## src/rtl/sax_pkg.sv

```systemverilog
// package for the segment address extension block
// assumes a register file port (8-bit address/data) from the cpu core
package sax_pkg;
  localparam logic [7:0] DATA_PAGE0_ADDR = 8'hf0;
  localparam logic [7:0] PORT_DATA0_ADDR = 8'he0;
  localparam logic [7:0] CODE_SEGMENT_ADDR = 8'hf4;
  localparam logic [7:0] EXT_MODE_TWO_ADDR = 8'hf6;
  localparam logic [7:0] INTERRUPT_SEGMENT_ADDR = 8'hf8;
  localparam logic [7:0] DMA_SEGMENT_ADDR = 8'hf9;
  localparam int PAGE_SWAP_BIT = 5;
  localparam int SAVE_CS_BIT = 6;
  localparam logic [5:0] CODE_SEGMENT_RESET = 6'h00;
  localparam logic [7:0] EXT_MODE_RESET = 8'h00;
  localparam logic [15:0] RESET_VECTOR_ADDR = 16'h0000;
  localparam logic [15:0] DIVZERO_VECTOR_ADDR = 16'h0002;
  localparam logic [15:0] TOP_VECTOR_ADDR = 16'h0004;
  localparam logic [5:0] RESET_SEGMENT = 6'h00;
  // kinds of memory access offered by the core
  typedef enum logic [4:0] {
    ACC_FETCH = 5'b00001,
    ACC_DATA = 5'b00010,
    ACC_DMA = 5'b00100,
    ACC_VECTOR = 5'b01000,
    ACC_RESET = 5'b10000
  } sax_access_t;
  // vector sources
  typedef enum logic [3:0] {
    VEC_CHANNEL = 4'b0001,
    VEC_TOP = 4'b0010,
    VEC_DIVZERO = 4'b0100,
    VEC_POWERON = 4'b1000
  } sax_vector_t;
endpackage

```

## src/rtl/sax_segment_ext.sv

```systemverilog
// segment address extension and interrupt vector addressing
// forms the upper bits of every 22-bit physical address: six from a segment, eight from a data page
// outputs: reg_rdata and phys_addr are registered, decodes are not
// assumes register file port from the core on sys_clk, and the core's
// sequencer to drive interrupt entry/return and far control transfers
// assumes pin inputs are asynchronous and sys_clk is the only clock
// interrupt and dma segment and data page registers power up unknown: software loads them
// priority, nesting, the dma engine and vector registers live elsewhere
`timescale 1ns/1ns
`default_nettype none
module sax_segment_ext #(
  parameter int EXT_CHANNELS = 8,
  parameter int VEC_LOW_BITS = 2
) (
  // clock and reset
  input wire logic sys_clk,
  input wire logic reset,
  // register file port
  input wire logic reg_wr,
  input wire logic reg_rd,
  input wire logic [7:0] reg_addr,
  input wire logic [7:0] reg_wdata,
  output logic [7:0] reg_rdata,
  output logic reg_hit,
  output logic reg_is_port_data,
  // memory access request from core or dma
  input wire sax_pkg::sax_access_t acc_kind,
  input wire logic [15:0] acc_vaddr,
  input wire logic dma_segment_select,
  output logic [21:0] phys_addr,
  // vector selection
  input wire sax_pkg::sax_vector_t vec_kind,
  input wire logic [7:0] vector_base_reg,
  input wire logic [VEC_LOW_BITS-1:0] vec_channel_bits,
  input wire logic vec_high_byte,
  // core sequencer events
  input wire logic far_load,
  input wire logic [5:0] far_segment,
  input wire logic int_entry,
  input wire logic int_return,
  input wire logic trap_entry,
  input wire logic [5:0] popped_segment,
  output logic push_segment,
  output logic push_flags,
  output logic [5:0] pushed_segment,
  output logic in_service,
  output logic [7:0] data_page_regs_flat [4],
  // external interrupt pins and top level selection
  input wire logic [EXT_CHANNELS-1:0] ext_int_pin,
  input wire logic [EXT_CHANNELS-1:0] ext_rising_sel,
  input wire logic nmi_pin,
  input wire logic watchdog_event,
  input wire logic top_from_nmi,
  output logic [EXT_CHANNELS-1:0] ext_edge_seen,
  output logic top_event
);
  // segment and mode registers
  logic [5:0] int_seg_q;
  logic [5:0] dma_seg_q;
  logic [5:0] code_seg_q;
  logic [7:0] ext_mode_q;
  logic [7:0] page_q [4];

  // service state
  logic isr_active_q;
  logic saved_mode_q;

  // decoded controls and address parts
  logic save_en;
  logic swap_en;
  logic [5:0] fetch_seg;
  logic [7:0] vec_low;
  logic [7:0] dp_base;
  logic [7:0] pd_base;

  // top level pin synchroniser
  logic [2:0] nmi_sync_q;
  logic nmi_level_q;

  // mode bits decoded once so every process sees the same value
  assign save_en = ext_mode_q[sax_pkg::SAVE_CS_BIT];
  assign swap_en = ext_mode_q[sax_pkg::PAGE_SWAP_BIT];
  // data pages live at their home slots or are swapped with port data
  // swapping keeps both blocks reachable, just at exchanged slots
  assign dp_base = swap_en ? sax_pkg::PORT_DATA0_ADDR
                           : sax_pkg::DATA_PAGE0_ADDR;
  assign pd_base = swap_en ? sax_pkg::DATA_PAGE0_ADDR
                           : sax_pkg::PORT_DATA0_ADDR;
  // page contents exported for the data address path of the core
  assign data_page_regs_flat = page_q;

  // segment registers: only six bits are kept, contents undefined at reset
  // so no reset branch; the cpu must program them before use
  // only the interrupt and dma segments live here; each keeps six bits
  // a write and a use in one cycle see the old value
  always_ff @(posedge sys_clk) begin
    if (reg_wr && reg_addr == sax_pkg::INTERRUPT_SEGMENT_ADDR) begin
      int_seg_q <= reg_wdata[5:0];
    end
    if (reg_wr && reg_addr == sax_pkg::DMA_SEGMENT_ADDR) begin
      dma_seg_q <= reg_wdata[5:0];
    end
  end

  // data page registers, undefined at reset as well
  // one register per page; an address match writes all eight bits
  genvar p;
  generate
    for (p = 0; p < 4; p++) begin : g_page
      always_ff @(posedge sys_clk) begin
        if (reg_wr && reg_addr == dp_base + 8'(p)) begin
          page_q[p] <= reg_wdata;
        end
      end
    end
  endgenerate

  // extended mode register; only swap and save bits are meaningful here
  // other bits are stored and read back but drive nothing in this block
  // reset clears both bits: legacy entry and home page slots
  // a write takes effect at the next access, never mid-access
  always_ff @(posedge sys_clk) begin
    if (reset) begin
      ext_mode_q <= sax_pkg::EXT_MODE_RESET;
    end else if (reg_wr && reg_addr == sax_pkg::EXT_MODE_TWO_ADDR) begin
      ext_mode_q <= reg_wdata;
    end
  end

  // code segment: far transfers, interrupt entry/return, guarded writes
  // entry with saving loads the interrupt segment; the old value is pushed
  // return pops it only if saving was in force when the routine began
  // a far transfer beats a direct write in the same cycle
  // reset value zero lets the first fetch come from segment zero
  always_ff @(posedge sys_clk) begin
    if (reset) begin
      code_seg_q <= sax_pkg::CODE_SEGMENT_RESET;
    end else if (int_entry && save_en) begin
      code_seg_q <= int_seg_q;
    end else if (int_return && saved_mode_q) begin
      code_seg_q <= popped_segment;
    end else if (far_load) begin
      code_seg_q <= far_segment;
    end else if (reg_wr && reg_addr == sax_pkg::CODE_SEGMENT_ADDR) begin
      // direct write is only safe while the register is idle
      // bits 7:6 are dropped as for the other segments
      code_seg_q <= reg_wdata[5:0];
    end
  end

  // service state: remembers the mode in force at entry for the return
  // latching the mode keeps a mode change inside a routine from upsetting
  // the matching return; an entry and a return in one cycle: entry wins
  // in_service is registered: it rises the cycle after the entry pulse
  always_ff @(posedge sys_clk) begin
    if (reset) begin
      isr_active_q <= 1'b0;
      saved_mode_q <= 1'b0;
    end else if (int_entry) begin
      isr_active_q <= 1'b1;
      saved_mode_q <= save_en;
    end else if (int_return) begin
      isr_active_q <= 1'b0;
      saved_mode_q <= 1'b0;
    end
  end
  assign in_service = isr_active_q;

  // stack frame control; trap pushes pc only
  // a divide-by-zero trap pushes neither flags nor segment here; the core
  // pushes the program counter on its own
  // pushed_segment is the value before any load at this entry edge
  always_comb begin
    push_flags = int_entry;
    push_segment = int_entry && save_en;
  end
  assign pushed_segment = code_seg_q;

  // fetch segment: interrupt segment replaces code segment in legacy mode
  // with saving on, the code segment already holds the interrupt segment
  // legacy routines cannot leave the interrupt segment: a far transfer
  // writes the code segment, which is unused until the return
  assign fetch_seg = (isr_active_q && !saved_mode_q) ? int_seg_q
                                                     : code_seg_q;

  // low vector byte: programmed base above, hardware channel bits below
  // base bits below VEC_LOW_BITS are ignored and overlaid by hardware
  always_comb begin
    vec_low = {vector_base_reg[7:VEC_LOW_BITS], vec_channel_bits};
  end

  // physical address; data registered so the bus sees a clean value
  // the default arms hold the last address if a request code is illegal
  always_ff @(posedge sys_clk) begin
    if (reset) begin
      phys_addr <= {sax_pkg::RESET_SEGMENT, sax_pkg::RESET_VECTOR_ADDR};
    end else begin
      unique case (acc_kind)
        sax_pkg::ACC_FETCH: begin
          // covers code in unused table slots too
          // fetch uses the service segment only in legacy mode
          phys_addr <= {fetch_seg, acc_vaddr};
        end
        sax_pkg::ACC_DATA: begin
          // same paging in and out of service
          // the top two virtual bits pick the page register
          phys_addr <= {page_q[acc_vaddr[15:14]], acc_vaddr[13:0]};
        end
        sax_pkg::ACC_DMA: begin
          // select comes from the pointer of the channel in use; dma never
          // uses the code segment, so far transfers cannot move it
          if (dma_segment_select) begin
            phys_addr <= {dma_seg_q, acc_vaddr};
          end else begin
            phys_addr <= {int_seg_q, acc_vaddr};
          end
        end
        sax_pkg::ACC_VECTOR: begin
          // every vector is a byte pair; vec_high_byte picks the odd byte
          unique case (vec_kind)
            sax_pkg::VEC_CHANNEL: begin
              // the channel bits above bit 0 pick one pair within the programmed base; vec_high_byte replaces channel bit 0
              phys_addr <= {int_seg_q, 8'h00,
                            vec_low[7:1], vec_high_byte};
            end
            sax_pkg::VEC_TOP: begin
              // top level pair sits at a fixed place in the table
              phys_addr <= {int_seg_q, sax_pkg::TOP_VECTOR_ADDR[15:1],
                            vec_high_byte};
            end
            sax_pkg::VEC_DIVZERO: begin
              // each code segment carries its own trap vector pair
              phys_addr <= {code_seg_q, sax_pkg::DIVZERO_VECTOR_ADDR[15:1],
                            vec_high_byte};
            end
            sax_pkg::VEC_POWERON: begin
              // same pair as the reset access, via the vector path
              phys_addr <= {sax_pkg::RESET_SEGMENT,
                            sax_pkg::RESET_VECTOR_ADDR[15:1],
                            vec_high_byte};
            end
            default: begin
              phys_addr <= phys_addr;
            end
          endcase
        end
        sax_pkg::ACC_RESET: begin
          // reset fetch ignores all segment registers, which may be unknown
          phys_addr <= {sax_pkg::RESET_SEGMENT, sax_pkg::RESET_VECTOR_ADDR[15:1],
                        vec_high_byte};
        end
        default: begin
          phys_addr <= phys_addr;
        end
      endcase
    end
  end

  // register read path; reserved segment bits read zero
  // unused addresses read zero so the register file can merge answers
  // data page slots follow the swap bit; the port data slots are served
  // by the register file outside this block
  always_ff @(posedge sys_clk) begin
    if (reset) begin
      reg_rdata <= 8'h00;
    end else if (reg_rd) begin
      reg_rdata <= 8'h00;
      if (reg_addr == sax_pkg::INTERRUPT_SEGMENT_ADDR) begin
        reg_rdata <= {2'b00, int_seg_q};
      end else if (reg_addr == sax_pkg::DMA_SEGMENT_ADDR) begin
        reg_rdata <= {2'b00, dma_seg_q};
      end else if (reg_addr == sax_pkg::CODE_SEGMENT_ADDR) begin
        reg_rdata <= {2'b00, code_seg_q};
      end else if (reg_addr == sax_pkg::EXT_MODE_TWO_ADDR) begin
        reg_rdata <= ext_mode_q;
      end else if (reg_addr[7:2] == dp_base[7:2]) begin
        reg_rdata <= page_q[reg_addr[1:0]];
      end
    end
  end

  // decode flags for the rest of the register file
  // reg_hit tells the register file that this block answers the access
  // port data slots move with the swap bit so the file can redirect them
  // combinational: valid in the cycle the address stands
  always_comb begin
    reg_is_port_data = reg_addr[7:2] == pd_base[7:2];
    reg_hit = reg_addr == sax_pkg::INTERRUPT_SEGMENT_ADDR ||
              reg_addr == sax_pkg::DMA_SEGMENT_ADDR ||
              reg_addr == sax_pkg::CODE_SEGMENT_ADDR ||
              reg_addr == sax_pkg::EXT_MODE_TWO_ADDR ||
              reg_addr[7:2] == dp_base[7:2];
  end

  // external channels: three-stage sync, edge counts once stages agree
  // the chain shifts every cycle; only the last two stages are compared
  // a one-cycle glitch on a pin never reaches the edge output
  // ext_rising_sel high counts rising edges, low counts falling edges
  // pulses last one cycle; the interrupt logic must latch them
  genvar g;
  generate
    for (g = 0; g < EXT_CHANNELS; g++) begin : g_ext
      // last agreed level; resets low to match an idle low pin
      logic [2:0] sync_q;
      logic level_q;
      always_ff @(posedge sys_clk) begin
        if (reset) begin
          sync_q <= 3'b000;
          level_q <= 1'b0;
          ext_edge_seen[g] <= 1'b0;
        end else begin
          sync_q <= {sync_q[1:0], ext_int_pin[g]};
          ext_edge_seen[g] <= 1'b0;
          if (sync_q[1] == sync_q[2] && sync_q[2] != level_q) begin
            level_q <= sync_q[2];
            ext_edge_seen[g] <= (sync_q[2] == ext_rising_sel[g]);
          end
        end
      end
    end
  endgenerate

  // top level channel from nmi pin or watchdog
  // the pin idles high, so the chain resets high and no false edge follows
  // the watchdog pulse is already on sys_clk and needs no synchroniser
  // with the pin selected, watchdog pulses are ignored
  // top_event is registered: one cycle after a watchdog pulse, on the fourth edge after an nmi pin fall
  always_ff @(posedge sys_clk) begin
    if (reset) begin
      nmi_sync_q <= 3'b111;
      nmi_level_q <= 1'b1;
      top_event <= 1'b0;
    end else begin
      nmi_sync_q <= {nmi_sync_q[1:0], nmi_pin};
      top_event <= top_from_nmi ? 1'b0 : watchdog_event;
      if (nmi_sync_q[1] == nmi_sync_q[2] && nmi_sync_q[2] != nmi_level_q) begin
        nmi_level_q <= nmi_sync_q[2];
        // a rising edge only updates the stored level
        if (top_from_nmi && !nmi_sync_q[2]) begin
          top_event <= 1'b1; // falling edge of nmi
        end
      end
    end
  end
endmodule
`default_nettype wire

```

## config.mk

```make
export PLATFORM = sky130hd
export DESIGN_NAME = sax_segment_ext
export DESIGN_NICKNAME = d
export VERILOG_FILES = /design/src/rtl/sax_pkg.sv /design/src/rtl/sax_segment_ext.sv
export SDC_FILE = /design/constraint.sdc
export NUM_CORES = 1
export LEC_CHECK = 0
export ABC_AREA = 1
export BUFFER_PORTS_ARGS = -buffer_cell sky130_fd_sc_hd__buf_2
export CORE_MARGIN = 3
export CORE_UTILIZATION = 56
export DETAILED_ROUTE_END_ITERATION = 16
export PLACE_DENSITY = 0.92
export RECOVER_POWER = 100
export SLEW_MARGIN = 20
export SYNTH_ARGS = -nofsm -noshare
export SYNTH_HDL_FRONTEND = slang
export SYNTH_SLANG_ARGS = --single-unit
```

## constraint.sdc

```tcl
create_clock -name sys_clk -period 4.8 [get_ports sys_clk]
set_input_delay 0.72 -clock sys_clk [delete_from_list [all_inputs] [get_ports sys_clk]]
set_output_delay 0.72 -clock sys_clk [all_outputs]
set_load 0.01 [all_outputs]
```

### After elaboration in Yosys (flattened, before gate mapping)

Cells that the tools add are included.

| word-level totals | value |
|---|---|
| register bits after elaboration | 135 |
| latch bits | 0 |
| RAM bits | 0 |
| bits in read-only memories | 0 |
| input bits | 92 |
| logic and storage cells | 166 |
| memories kept | 0 |

| operators by class | value |
|---|---|
| add/sub/neg operators | 3 |
| $mul | 0 |
| divide/modulo/power cells | 0 |
| magnitude comparators | 2 |
| equality and inequality tests | 46 |
| shift-type cells | 0 |
| muxes and demuxes | 27 |
| bitwise gates (word level) | 10 |
| reduce and logical (&&, ||, !) cells | 39 |

Operators by type and width:

| kind | count |
|---|---|
| $pmux W22 S5 | 1 |
| $pmux W22 S4 | 1 |
| $mux W8 | 9 |
| $bmux W8 S2 | 2 |
| $eq A8 B8 Y1 | 4 |
| $eq A8 B8 Y1 const B | 4 |
| $mux W6 | 5 |
| $mux W22 | 1 |
| $logic_and A1 B1 Y1 | 21 |
| $eq A1 B1 Y1 | 17 |
| $reduce_or A2 Y1 | 8 |
| $add A6 B3 Y7 const B | 2 |
| $eq A6 B6 Y1 | 2 |
| $mux W5 | 2 |
| $ne A1 B1 Y1 | 9 |
| $not A1 Y1 | 8 |
| $add A6 B2 Y7 const B | 1 |
| $ge A3 B3 Y1 const B | 2 |
| $mux W1 | 6 |
| $not A2 Y3 | 2 |
| $eq A5 B1 Y1 const B | 1 |
| $eq A5 B2 Y1 const B | 1 |
| $eq A5 B3 Y1 const B | 1 |
| $eq A5 B4 Y1 const B | 1 |
| other kinds (12) | 16 |

### Longest topological paths before layout

Gate-level depths: netlist (run 1).

| logic depth | value |
|---|---|
| depth after elaboration | 9 |
| gate-level depth with buffers | 11 |
| mapped depth without buffers | 10 |

### Least setup slack after synthesis (run 1)

Ideal clock, no wire load.

| path | value |
|---|---|
| path type | input-to-output |
| start point | input port reg_addr[3] |
| end point | output port reg_hit |
| arrival | 1582 ps |
| required time | 4080 ps |
| setup slack | 2498 ps |
| stages | 6 |
| buffers on the path | 1 |
| cell sequence | inv_1 -> nand2_1 -> nor3_4 -> buf_6 -> nor3_1 -> o21ai_0 |

| on the way | value |
|---|---|
| longest elaborated chain between the ends | 5 |
| elaborated cells between the ends (all ways) | 9 |

RTL lines:

| element | RTL line | text |
|---|---|---|
| start, declared | sax_segment_ext.sv:21 | `input wire logic [7:0] reg_addr,` |
| $eq A8 B8 Y1 (on tied branches) | sax_segment_ext.sv:288, sax_segment_ext.sv:289 |  |
| $logic_or A1 B1 Y1 | sax_segment_ext.sv:288 | `reg_hit = reg_addr == sax_pkg::INTERRUPT_SEGMENT_ADDR \|\|` |
| $logic_or A1 B1 Y1 | sax_segment_ext.sv:289 | `reg_addr == sax_pkg::DMA_SEGMENT_ADDR \|\|` |
| $logic_or A1 B1 Y1 | sax_segment_ext.sv:290 | `reg_addr == sax_pkg::CODE_SEGMENT_ADDR \|\|` |
| $logic_or A1 B1 Y1 * | sax_segment_ext.sv:291 | `reg_addr == sax_pkg::EXT_MODE_TWO_ADDR \|\|` |
| end, declared | sax_segment_ext.sv:24 | `output logic reg_hit,` |

Every way passes the cells marked *; elsewhere a longest branch is shown, timed or not.

### Worst setup path in the final report (run 1)

| path | value |
|---|---|
| start point | input port reg_addr[0] |
| end point | output port reg_hit |

| on the way | value |
|---|---|
| longest elaborated chain between the ends | 5 |
| elaborated cells between the ends (all ways) | 8 |

RTL lines:

| element | RTL line |
|---|---|
| $eq A8 B8 Y1 (on tied branches) | sax_segment_ext.sv:288, sax_segment_ext.sv:289 |
| $logic_or A1 B1 Y1 | sax_segment_ext.sv:288 |
| $logic_or A1 B1 Y1 | sax_segment_ext.sv:289 |
| $logic_or A1 B1 Y1 * | sax_segment_ext.sv:290 |
| $logic_or A1 B1 Y1 * | sax_segment_ext.sv:291 |

Marks and branches as above.

==> qor.csv, run 1 <==
metric;value;unit
grt_use_met3;0.0679;
finalSetupViolCount;0;
synth_top_area_cell;dfxtp_1;
clock_latency;0.52;ns
grt_pass1_wl;27700;um
violations;capacitance limit, slew limit;
tns;0;ns
die_y;111;um
grt.total_usage;0.277;
rows;37;
drv_slew;50;
drcViolationCount;0;
fin_area;7530;um^2
placed_cells;1082;
final_cell_mix;nand2_1, nor2_1, clkbuf_1;
placed_area;7100;um^2
powerDensity;364;nW/um^2
ctsHoldBuffers;0;
cts_tree;built;
place_congestion;0.896;
grt_pass1_vias;5657;
vias;6132;
hp-class;primary input to register;
port_buffers;169;
leakage;3.23;nW
post-dp-hpwl;12300;um
multi_input_area;2650;um^2
relSlewSlack;-0.270;
synth_warnings;0;
syn-cell-area;6230;um^2
critPathLaunch;reg_addr[0];
fmax;274;MHz
worstSetupPathType;primary input to primary output;
viasPerCell;5.50;
nFillCells;861;
period_needed;3.65;ns
final_util;0.713;
gr-total-overflow;0;
ys_types;35;
drt_iter0_markers;715;
synthTopCellsByArea;dfxtp_1, edfxtp_1, nand2_1, nor2_1, nand3_1;
drv_cap;2;
rsz0062_at_grt;no;
ys_ff_latch;135;
critPathLaunchType;primary input;
numClockSinks;135;
ant_nets;0;
ir_worst_vdd;0.233;mV
cts-root-buf;clkbuf_8;
endpoint;reg_hit;
worstMarginPinSlew;1.90;ns
die_area;12400;um^2
rrSetupSlack;2.44;ns
crit_path_end_kind;primary output;
grt_max_degree;65;
clk_pin_slew;0.06;ns
syn-mean-instance-area;7.73;um^2
met1_usage;0.340;
crit_fanout;18;
syn_to_final_growth;20.8;%
cts_max_level;4;
nets;1057;
die_x;111;um
status;finished with violations;
wire_per_inst;15.7;um
syn_inst;806;
fin_cells;1115;
synth_seq_area_share;0.504;
register_area;3140;um^2
drive_above_1_share;0.130;
synth_top_area_share;0.292;
postCtsSetupBuffers;0;
ios;174;
finClkSkew;0.00848;ns
antenna_found_initial;0;
whs;0.395;ns
clockBufferDepth;2;
dr.pass1.iters;6;
numCtsBuffers;17;
min_period_over_period;0.761;
syn_nets;898;
finalHoldViolCount;0;
cts-resized-gates;0;
wirelength;17500;um
reg2reg_from;ext_mode_q[5];
ff2ff_path_depth;4;
crit_arrival;2.93;ns
final_common_cell;nand2_1;
grt_use_met2;0.473;
grt_busiest_layer;met2;
initial_core_util;0.590;
coreArea;10600;um^2
cp.required;4.08;ns
regToRegEndpoint;data_page_regs_flat[19];
final cells by class:
| class | count | area share |
|---|---|---|
| Timing Repair Buffer | 170 | 0.0979 |
| Antenna cell | 1 | 0.000332 |
| Sequential cell | 135 | 0.417 |
| Multi-Input combinational cell | 576 | 0.352 |
| Tap cell | 136 | 0.0226 |
| Clock inverter | 10 | 0.0156 |
| Inverter | 65 | 0.0324 |
| Clock buffer | 22 | 0.0621 |
logic make-up (layout without fill, tap and decap cells):
group           Yosys count  count (layout)  share of synthesized area
mux                       6               6                    0.00964
compound gates           96              96                     0.0853
flops                   135             135                      0.504
other cells               0               1                          0
xor+xnor                  9               9                     0.0127
buf+inv                  95             267                     0.0657
simple gates            465             465                      0.322
state kept, by name (all words and copies together) (netlist names):
register / cells
pushed_segment: 6
in_service: 1
phys_addr: 22
ext_edge_seen: 8
nmi_sync_q: 3
reg_rdata: 8
g_ext.sync_q: 24
dma_seg_q: 6
data_page_regs_flat: 32
g_ext.level_q: 8
top_event: 1
saved_mode_q: 1
ext_mode_q: 8
int_seg_q: 6
nmi_level_q: 1
synthesized netlist by cell type:
cell type,number
a211oi_1,8
a21oi_1,41
a21oi_2,1
buf_1,1
buf_2,12
buf_4,4
buf_6,3
clkbuf_1,10
clkinv_1,3
dfxtp_1,91
edfxtp_1,44
inv_1,59
inv_2,3
mux2i_1,6
nand2_1,211
nand2_2,3
nand2_4,4
nand3_1,78
nand3_4,1
nand3b_1,1
nand4_1,16
nand4_2,1
nor2_1,136
nor2_2,4
nor2_4,1
nor3_1,2
nor3_2,1
nor3_4,2
nor4_1,1
o21ai_0,26
o22ai_1,19
o32ai_1,1
or2_2,3
xnor2_1,1
xor2_1,8
stage by stage:
stage | total power [mW] | setup slack (ns)
final | 2.74 | 1.15
after global routing | 2.84 | 0.970
after CTS | 2.75 | 2.07
after detailed placement | 1.49 | 1.59
after global placement | 1.49 | 1.67
after floorplan | 1.39 | 2.50
routing by layer:
metal,vias to the layer above,wire [um]
li1,2980,-
met1,2747,6630
met2,357,8530
met3,48,1770
met4,0,596
met5,-,0
how the worst min path moves through the flow:
| stage | slack, ns | start | cells after the start | endpoint |
|---|---|---|---|---|
| finish | 0.40 | nmi_pin | 2 | nmi_sync_q[0] |
| global route | 0.39 | nmi_pin | 2 | nmi_sync_q[0] |
| CTS | 0.39 | nmi_pin | 2 | nmi_sync_q[0] |
| detailed placement | 0.39 | g_ext[6].sync_q[0] | 2 | g_ext[6].sync_q[1] |
| global placement | 0.39 | g_ext[2].sync_q[0] | 2 | g_ext[2].sync_q[1] |
| floorplan | 0.39 | g_ext[0].sync_q[0] | 2 | g_ext[0].sync_q[1] |
where the power goes:
| group | leakage [nW] | internal [mW] | switching, mW |
|---|---|---|---|
| Clock | 0.288 | 0.790 | 0.486 |
| Combinational | 1.81 | 0.0834 | 0.154 |
| Sequential | 1.14 | 1.21 | 0.0209 |
critical path, stage by stage:
cell      delay (ns)
clkbuf_1        0.16
inv_2           0.15
nand2_4         0.12
nor3_1          1.36
nor3_1          0.11
o21ai_0         0.14
clkbuf_1        0.17
Power figures use the tool's default switching activity.
==> run 2: changes to the inputs <==
--- a/config.mk
+++ b/config.mk
@@ -5,12 +5,12 @@
 export SDC_FILE = /design/constraint.sdc
 export NUM_CORES = 1
 export LEC_CHECK = 0
-export ABC_AREA = 1
+export ABC_AREA = 0
 export BUFFER_PORTS_ARGS = -buffer_cell sky130_fd_sc_hd__buf_2
 export CORE_MARGIN = 3
-export CORE_UTILIZATION = 56
+export CORE_UTILIZATION = 52
 export DETAILED_ROUTE_END_ITERATION = 16
-export PLACE_DENSITY = 0.92
+export PLACE_DENSITY = 0.87
 export RECOVER_POWER = 100
 export SLEW_MARGIN = 20
 export SYNTH_ARGS = -nofsm -noshare
==> constraint.sdc (replaced) <==
create_clock -name sys_clk -period 3.8 [get_ports sys_clk]
set_input_delay 0.57 -clock sys_clk [delete_from_list [all_inputs] [get_ports sys_clk]]
set_output_delay 0.57 -clock sys_clk [all_outputs]
set_load 0.01 [all_outputs]
==> run 2 against run 1 <==
Compared with the run above: core utilization down 6.6 points; power up 29%; highest routed layer unchanged; synthesized cell count down 28%; the flow still finishes with violations (capacitance limit, slew limit); combinational power up 21%; area after synthesis down 1.6%.
==> qor.csv, run 2 <==
metric;value;unit;change
hold_depth;2;;unchanged
post-dp-hpwl;11900;um;was 12300 um
final_cell_mix;clkbuf_1, dfxtp_1, buf_2;;was nand2_1, nor2_1, clkbuf_1
hold_end;g_ext[4].sync_q[0];;was nmi_sync_q[0]
numCtsBuffers;17;;unchanged
syn_nets;674;;was 898
rrSetupSlack;1.31;ns;was 2.44 ns
synth_fa_ha_area_frac;0;;unchanged
ant_nets;0;;unchanged
dr.pass1.iters;4;;was 6
worstSetupPathType;register to primary output;;was primary input to primary output
hp-class;primary input to register;;unchanged
synth-async-reset-ratio;0;;unchanged
syn_to_final_growth;21.1;%;was 20.8%
finClkSkew;0.00730;ns;was 0.00848 ns
setup_slack;1.13;ns;was 1.15 ns
synthMuxAreaShare;0.109;;was 0.00964
numClockSinks;135;;unchanged
die_y;115;um;was 111 um
ys_types;60;;was 35
drv_cap;1;;was 2
synth_top_family_by_area;simple AND/OR/NAND/NOR gates;;unchanged
reg2reg_from;ext_mode_q[5];;unchanged
violations;capacitance limit, slew limit;;unchanged
p_sw_frac;0.229;;was 0.241
clock_latency;0.42;ns;was 0.52 ns
leakage;2.76;nW;was 3.23 nW
antenna_found_initial;0;;unchanged
tns;0;ns;unchanged
wire_per_inst;18.4;um;was 15.7 um
postCtsSetupBuffers;0;;unchanged
clkPwrFrac;0.481;;was 0.465
clk_pin_slew;0.06;ns;about the same
ir_worst_vdd;0.379;mV;was 0.233 mV
powerDensity;477;nW/um^2;was 364 nW/um^2
clockBufferDepth;2;;unchanged
grt_pass1_vias;5015;;was 5657
drcViolationCount;0;;unchanged
final_common_cell;clkbuf_1;;was nand2_1
status;finished with violations;;unchanged
ys_ff_latch;135;;unchanged
coreArea;11500;um^2;was 10600 um^2
grt.total_usage;0.254;;was 0.277
crit_path_end_kind;primary output;;unchanged
cts-resized-gates;0;;unchanged
fmax;375;MHz;
critPathLaunchType;register;;was primary input
synthTopCellsByArea;dfxtp_1, edfxtp_1, mux4_2, mux2i_1, a21oi_1;;was dfxtp_1, edfxtp_1, nand2_1, nor2_1, nand3_1
num_antenna_cells;0;;was 1
rsz0062_at_grt;no;;unchanged
synthSimpleGateAreaFrac;0.194;;was 0.322
die_x;115;um;was 111 um
die_area;13100;um^2;was 12400 um^2
largest_reg_flops;32;;unchanged
crit_fanout;10;;was 18
wirelength;16400;um;was 17500 um
finalSetupViolCount;0;;unchanged
final_util;0.648;;was 0.713
relSlewSlack;-0.550;;was -0.270
p_int;2.73;mW;was 2.08 mW
finalHoldViolCount;0;;unchanged
power.switching;0.813;mW;was 0.661 mW
place_congestion;0.888;;was 0.896
synth_top_area_cell;dfxtp_1;;unchanged
cp.required;3.23;ns;was 4.08 ns
min_period_over_period;0.702;;
cts_tree;built;;unchanged
dp_slack;1.04;ns;was 1.59 ns
synth-edff-count;44;;unchanged
power;3.55;mW;was 2.74 mW
period_needed;2.67;ns;
crit_arrival;2.10;ns;was 2.93 ns
synth_common_cells;dfxtp_1, nor2_1, a21oi_1;;was nand2_1, nor2_1, dfxtp_1
initial_core_util;0.535;;was 0.590
synth-compound-area-share;0.139;;was 0.0853
port_buffers;169;;unchanged
viasPerCell;5.89;;was 5.50
synth_warnings;0;;unchanged
synth.most_common_cell;dfxtp_1;;was nand2_1
grt_max_degree;58;;was 65
seqPwrFrac;0.438;;was 0.448
syn_inst;582;;was 806
synth_xor_area_frac;0.00714;;was 0.0127
regToRegEndpoint;data_page_regs_flat[3];;was data_page_regs_flat[19]
cts_max_level;4;;unchanged
synth-main-ff-cell;dfxtp_1;;unchanged
cts-root-buf;clkbuf_16;;was clkbuf_8
drv_slew;58;;was 50
worst_hold_startpoint;ext_int_pin[4];;was nmi_pin
synth_top_area_share;0.297;;was 0.292
worstMarginPinSlew;2.33;ns;was 1.90 ns
ios;174;;unchanged
syn-cell-area;6130;um^2;was 6230 um^2
drive_above_1_share;0.198;;was 0.130
synth_seq_area_share;0.513;;was 0.504
rows;39;;was 37
grt_pass1_wl;25700;um;was 27700 um
ff2ff_path_depth;5;;was 4
syn-mean-instance-area;10.5;um^2;was 7.73 um^2
drt_iter0_markers;366;;was 715
combPwrFrac;0.081;;was 0.087
ctsHoldBuffers;0;;unchanged
vias;5250;;was 6132
nets;827;;was 1057
gr-total-overflow;0;;unchanged
-- run 2: area by class of cell --
type / instances / area (um^2)
Clock inverter: 8 / 108
Timing Repair Buffer: 175 / 759
Clock buffer: 24 / 518
Multi-Input combinational cell: 402 / 2710
Sequential cell: 135 / 3140
Inverter: 4 / 15.0
Fill cell: 932 / 4040
Tap cell: 143 / 179
-- run 2: worst max-delay path by stage --
stage,startpoint,endpoint,slack [ns],cells past startpoint
finish,ext_mode_q[5],reg_hit,1.13,5
global placement,acc_kind[4],phys_addr[21],1.18,7
floorplan,reg_addr[4],data_page_regs_flat[16],1.18,5
detailed placement,acc_kind[4],phys_addr[21],1.04,7
CTS,reg_addr[0],reg_hit,1.29,5
global route,ext_mode_q[5],reg_hit,0.98,5
-- run 2: power groups by stage --
stage               registers, mW  logic, mW  clock network (mW)
floorplan                    1.59      0.174                   0
global route                 1.56      0.316                1.79
finish                       1.55      0.286                1.71
global placement             1.58      0.288                   0
CTS                          1.55      0.299                1.73
detailed placement           1.58      0.298                   0
-- run 2: critical path, cell delays in order, from the launching register on --
cell      delay [ns]
dfxtp_1         0.39
xor2_1          0.21
nor4b_1         0.27
clkbuf_1        0.43
or3_1           0.22
clkbuf_1        0.16
-- run 2: cells by family (layout without fill, tap and decap cells) --
| group | count (synthesis) | in the layout |
|---|---|---|
| and+or+nand+nor | 215 | 215 |
| AOI/OAI and AO/OA | 135 | 135 |
| DFF | 135 | 135 |
| muxes | 47 | 47 |
| buffers and inverters | 45 | 211 |
| xor gates and xnor gates | 5 | 5 |
-- run 2: per-layer routing --
metal,global-route usage,vias up,wire length [um]
li1,-,2469,-
met1,0.322,2456,6680
met2,0.403,280,7780
met3,0.0613,45,1430
met4,0.129,0,486
met5,0,-,0
-- run 2: through the flow --
stage | hold WS (ns) | std cells | cell area, um^2
6_report | 0.361 | 891 | 7430
3_3_place_gp | 0.396 | 859 | 6980
2_1_floorplan | 0.389 | 582 | 6130
3_5_place_dp | 0.404 | 859 | 6980
4_1_cts | 0.344 | 891 | 7610
5_1_grt | 0.354 | 891 | 7430
==> run 3: changes to the inputs <==
--- a/config.mk
+++ b/config.mk
@@ -8,9 +8,9 @@
 export ABC_AREA = 0
 export BUFFER_PORTS_ARGS = -buffer_cell sky130_fd_sc_hd__buf_2
 export CORE_MARGIN = 3
-export CORE_UTILIZATION = 52
+export CORE_UTILIZATION = 47
 export DETAILED_ROUTE_END_ITERATION = 16
-export PLACE_DENSITY = 0.87
+export PLACE_DENSITY = 0.83
 export RECOVER_POWER = 100
 export SLEW_MARGIN = 20
 export SYNTH_ARGS = -nofsm -noshare
==> constraint.sdc (replaced) <==
create_clock -name sys_clk -period 2.2 [get_ports sys_clk]
set_input_delay 0.33 -clock sys_clk [delete_from_list [all_inputs] [get_ports sys_clk]]
set_output_delay 0.33 -clock sys_clk [all_outputs]
set_load 0.01 [all_outputs]
==> run 3 against run 2 <==
Compared with the run above: the flow now finishes without violations; clock skew barely moved; design area rose by 2.3%; non-clock buffer count rose by 21; flip-flop and latch count did not move; critical path type unchanged; hold slack got worse by 0.24 ns.
==> qor.csv, run 3 (synthesized netlist as in run 2, its figures left out) <==
metric;value;unit;change
ctsHoldBuffers;0;;unchanged
finalSetupViolCount;0;;unchanged
ant_nets;0;;unchanged
antenna_found_initial;0;;unchanged
cts_tree;built;;unchanged
wirelength;16800;um;was 16400 um
drv_cap;0;;was 1
gr-total-overflow;0;;unchanged
tns;0;ns;unchanged
ir_worst_vdd;0.649;mV;was 0.379 mV
crit_fanout;10;;unchanged
drcViolationCount;0;;unchanged
cts-resized-gates;0;;unchanged
fmax;477;MHz;
worstMarginPinSlew;1.03;ns;was 2.33 ns
worstSetupPathType;register to primary output;;unchanged
grt_pass1_wl;25800;um;was 25700 um
placed_cells;909;;was 859
grt_max_degree;42;;was 58
placed_area;7220;um^2;was 6980 um^2
coreArea;12700;um^2;was 11500 um^2
hold_depth;2;;unchanged
initial_core_util;0.484;;was 0.535
wire_per_inst;17.9;um;was 18.4 um
status;completed;;was finished with violations
hp-class;primary input to register;;unchanged
cp.required;1.87;ns;was 3.23 ns
drt_iter0_markers;387;;was 366
place_congestion;0.895;;was 0.888
fin_cells;941;;was 891
final_cell_mix;clkbuf_1, dfxtp_1, buf_2;;unchanged
slowest_stage;or3_1;;was clkbuf_1
postCtsSetupBuffers;0;;unchanged
post-dp-hpwl;12200;um;was 11900 um
cp.depth;5;;unchanged
finClkSkew;0.00729;ns;was 0.00730 ns
drive_above_1_share;0.226;;was 0.198
dr.pass1.iters;5;;was 4
relSlewSlack;0.317;;was -0.550
final_common_cell;clkbuf_1;;unchanged
rsz0062_at_grt;no;;unchanged
rows;41;;was 39
fin_area;7600;um^2;was 7430 um^2
period_needed;2.10;ns;
viasPerCell;5.57;;was 5.89
critPathLaunchType;register;;unchanged
grt.total_usage;0.233;;was 0.254
num_antenna_cells;0;;unchanged
cp_slowest_stage_delay;0.38;ns;was 0.43 ns
crit_path_end_kind;primary output;;unchanged
clockBufferDepth;2;;unchanged
die_area;14500;um^2;was 13100 um^2
critPathLaunch;ext_mode_q[5];;unchanged
vias;5239;;was 5250
largest_reg_flops;32;;unchanged
port_buffers;169;;unchanged
grt_pass1_vias;5055;;was 5015
drv_slew;0;;was 58
critPathTopFamily;simple AND/OR/NAND/NOR gates;;was buffers and inverters
crit_chain;xor2_1 -> nor4b_2 -> buf_4 -> or3_1 -> clkbuf_2;;was xor2_1 -> nor4b_1 -> clkbuf_1 -> or3_1 -> clkbuf_1
cts-root-buf;clkbuf_16;;unchanged
finalHoldViolCount;0;;unchanged
die_y;120;um;was 115 um
nets;848;;was 827
ff2ff_path_depth;6;;was 5
critical_path_buf_inv_count;2;;unchanged
ios;174;;unchanged
syn_to_final_growth;23.9;%;was 21.1%
crit_arrival;1.77;ns;was 2.10 ns
clock_latency;0.41;ns;was 0.42 ns
numClockSinks;135;;unchanged
powerDensity;792;nW/um^2;was 477 nW/um^2
leakage;2.86;nW;was 2.76 nW
die_x;120;um;was 115 um
min_period_over_period;0.952;;
numCtsBuffers;17;;unchanged
cts_max_level;4;;unchanged
endpoint;reg_hit;;unchanged
rrSetupSlack;0.26;ns;was 1.31 ns
power;6.02;mW;was 3.55 mW
reg2reg_from;ext_mode_q[6];;was ext_mode_q[5]
regToRegEndpoint;pushed_segment[0];;was data_page_regs_flat[3]
clk_pin_slew;0.06;ns;about the same
-- run 3: cell types whose count changed in the layout (fill, tap and decap cells not counted), moves of 2 or more --
cell	change
and2_1	-2
clkbuf_2	+11
nor3_2	+4
nor3_1	-4
and2_0	+2
buf_4	+14
buf_2	-2
-- run 3: per-stage QoR --
stage               hold slack (ns)   util  setup slack, ns
floorplan                     0.389      -           -0.176
global placement              0.392  0.569            0.102
detailed placement            0.395  0.569           0.0763
CTS                           0.102  0.616           0.0667
global route                  0.103  0.599           0.0158
finish                        0.119  0.599            0.105
-- run 3: power by group --
group / internal (mW) / leakage, nW / total [mW] / switching [mW]
registers: 2.64 / 1.14 / 2.68 / 0.0447
clock network: 1.78 / 0.290 / 2.81 / 1.03
logic: 0.216 / 1.43 / 0.521 / 0.306
-- run 3: how the worst min path moves through the flow --
stage | endpoint | start
finish | nmi_sync_q[0] | nmi_pin
global route | nmi_sync_q[0] | nmi_pin
detailed placement | nmi_sync_q[1] | nmi_sync_q[0]
floorplan | nmi_sync_q[1] | nmi_sync_q[0]
CTS | nmi_sync_q[0] | nmi_pin
global placement | nmi_sync_q[1] | nmi_sync_q[0]
-- run 3: worst register-to-register path, cell delays in order, from the launching register on --
cell and delay (ns):
dfxtp_1 0.36, and2_0 0.72, nor3b_1 0.10, o21ai_0 0.11, clkbuf_2 0.27, nor2_1 0.08, a211oi_1 0.22
-- run 3: metal layers --
metal  global-route usage  up-vias  part of all wire
met5                    0        -                 0
met4                0.115        0             0.033
met2                0.394      243              0.50
li1                     -     2502                 -
met3               0.0716       46             0.081
met1                0.267     2448              0.39
-- run 3: final cells by class --
| class | instances | area [um^2] |
|---|---|---|
| clock inverters | 9 | 114 |
| well taps | 172 | 215 |
| repair buffers | 196 | 900 |
| inverters | 4 | 15.0 |
| flip-flops and latches | 135 | 3140 |
| multi-input cells | 402 | 2730 |
| fillers | 1113 | 5070 |
| clock buffers | 23 | 482 |
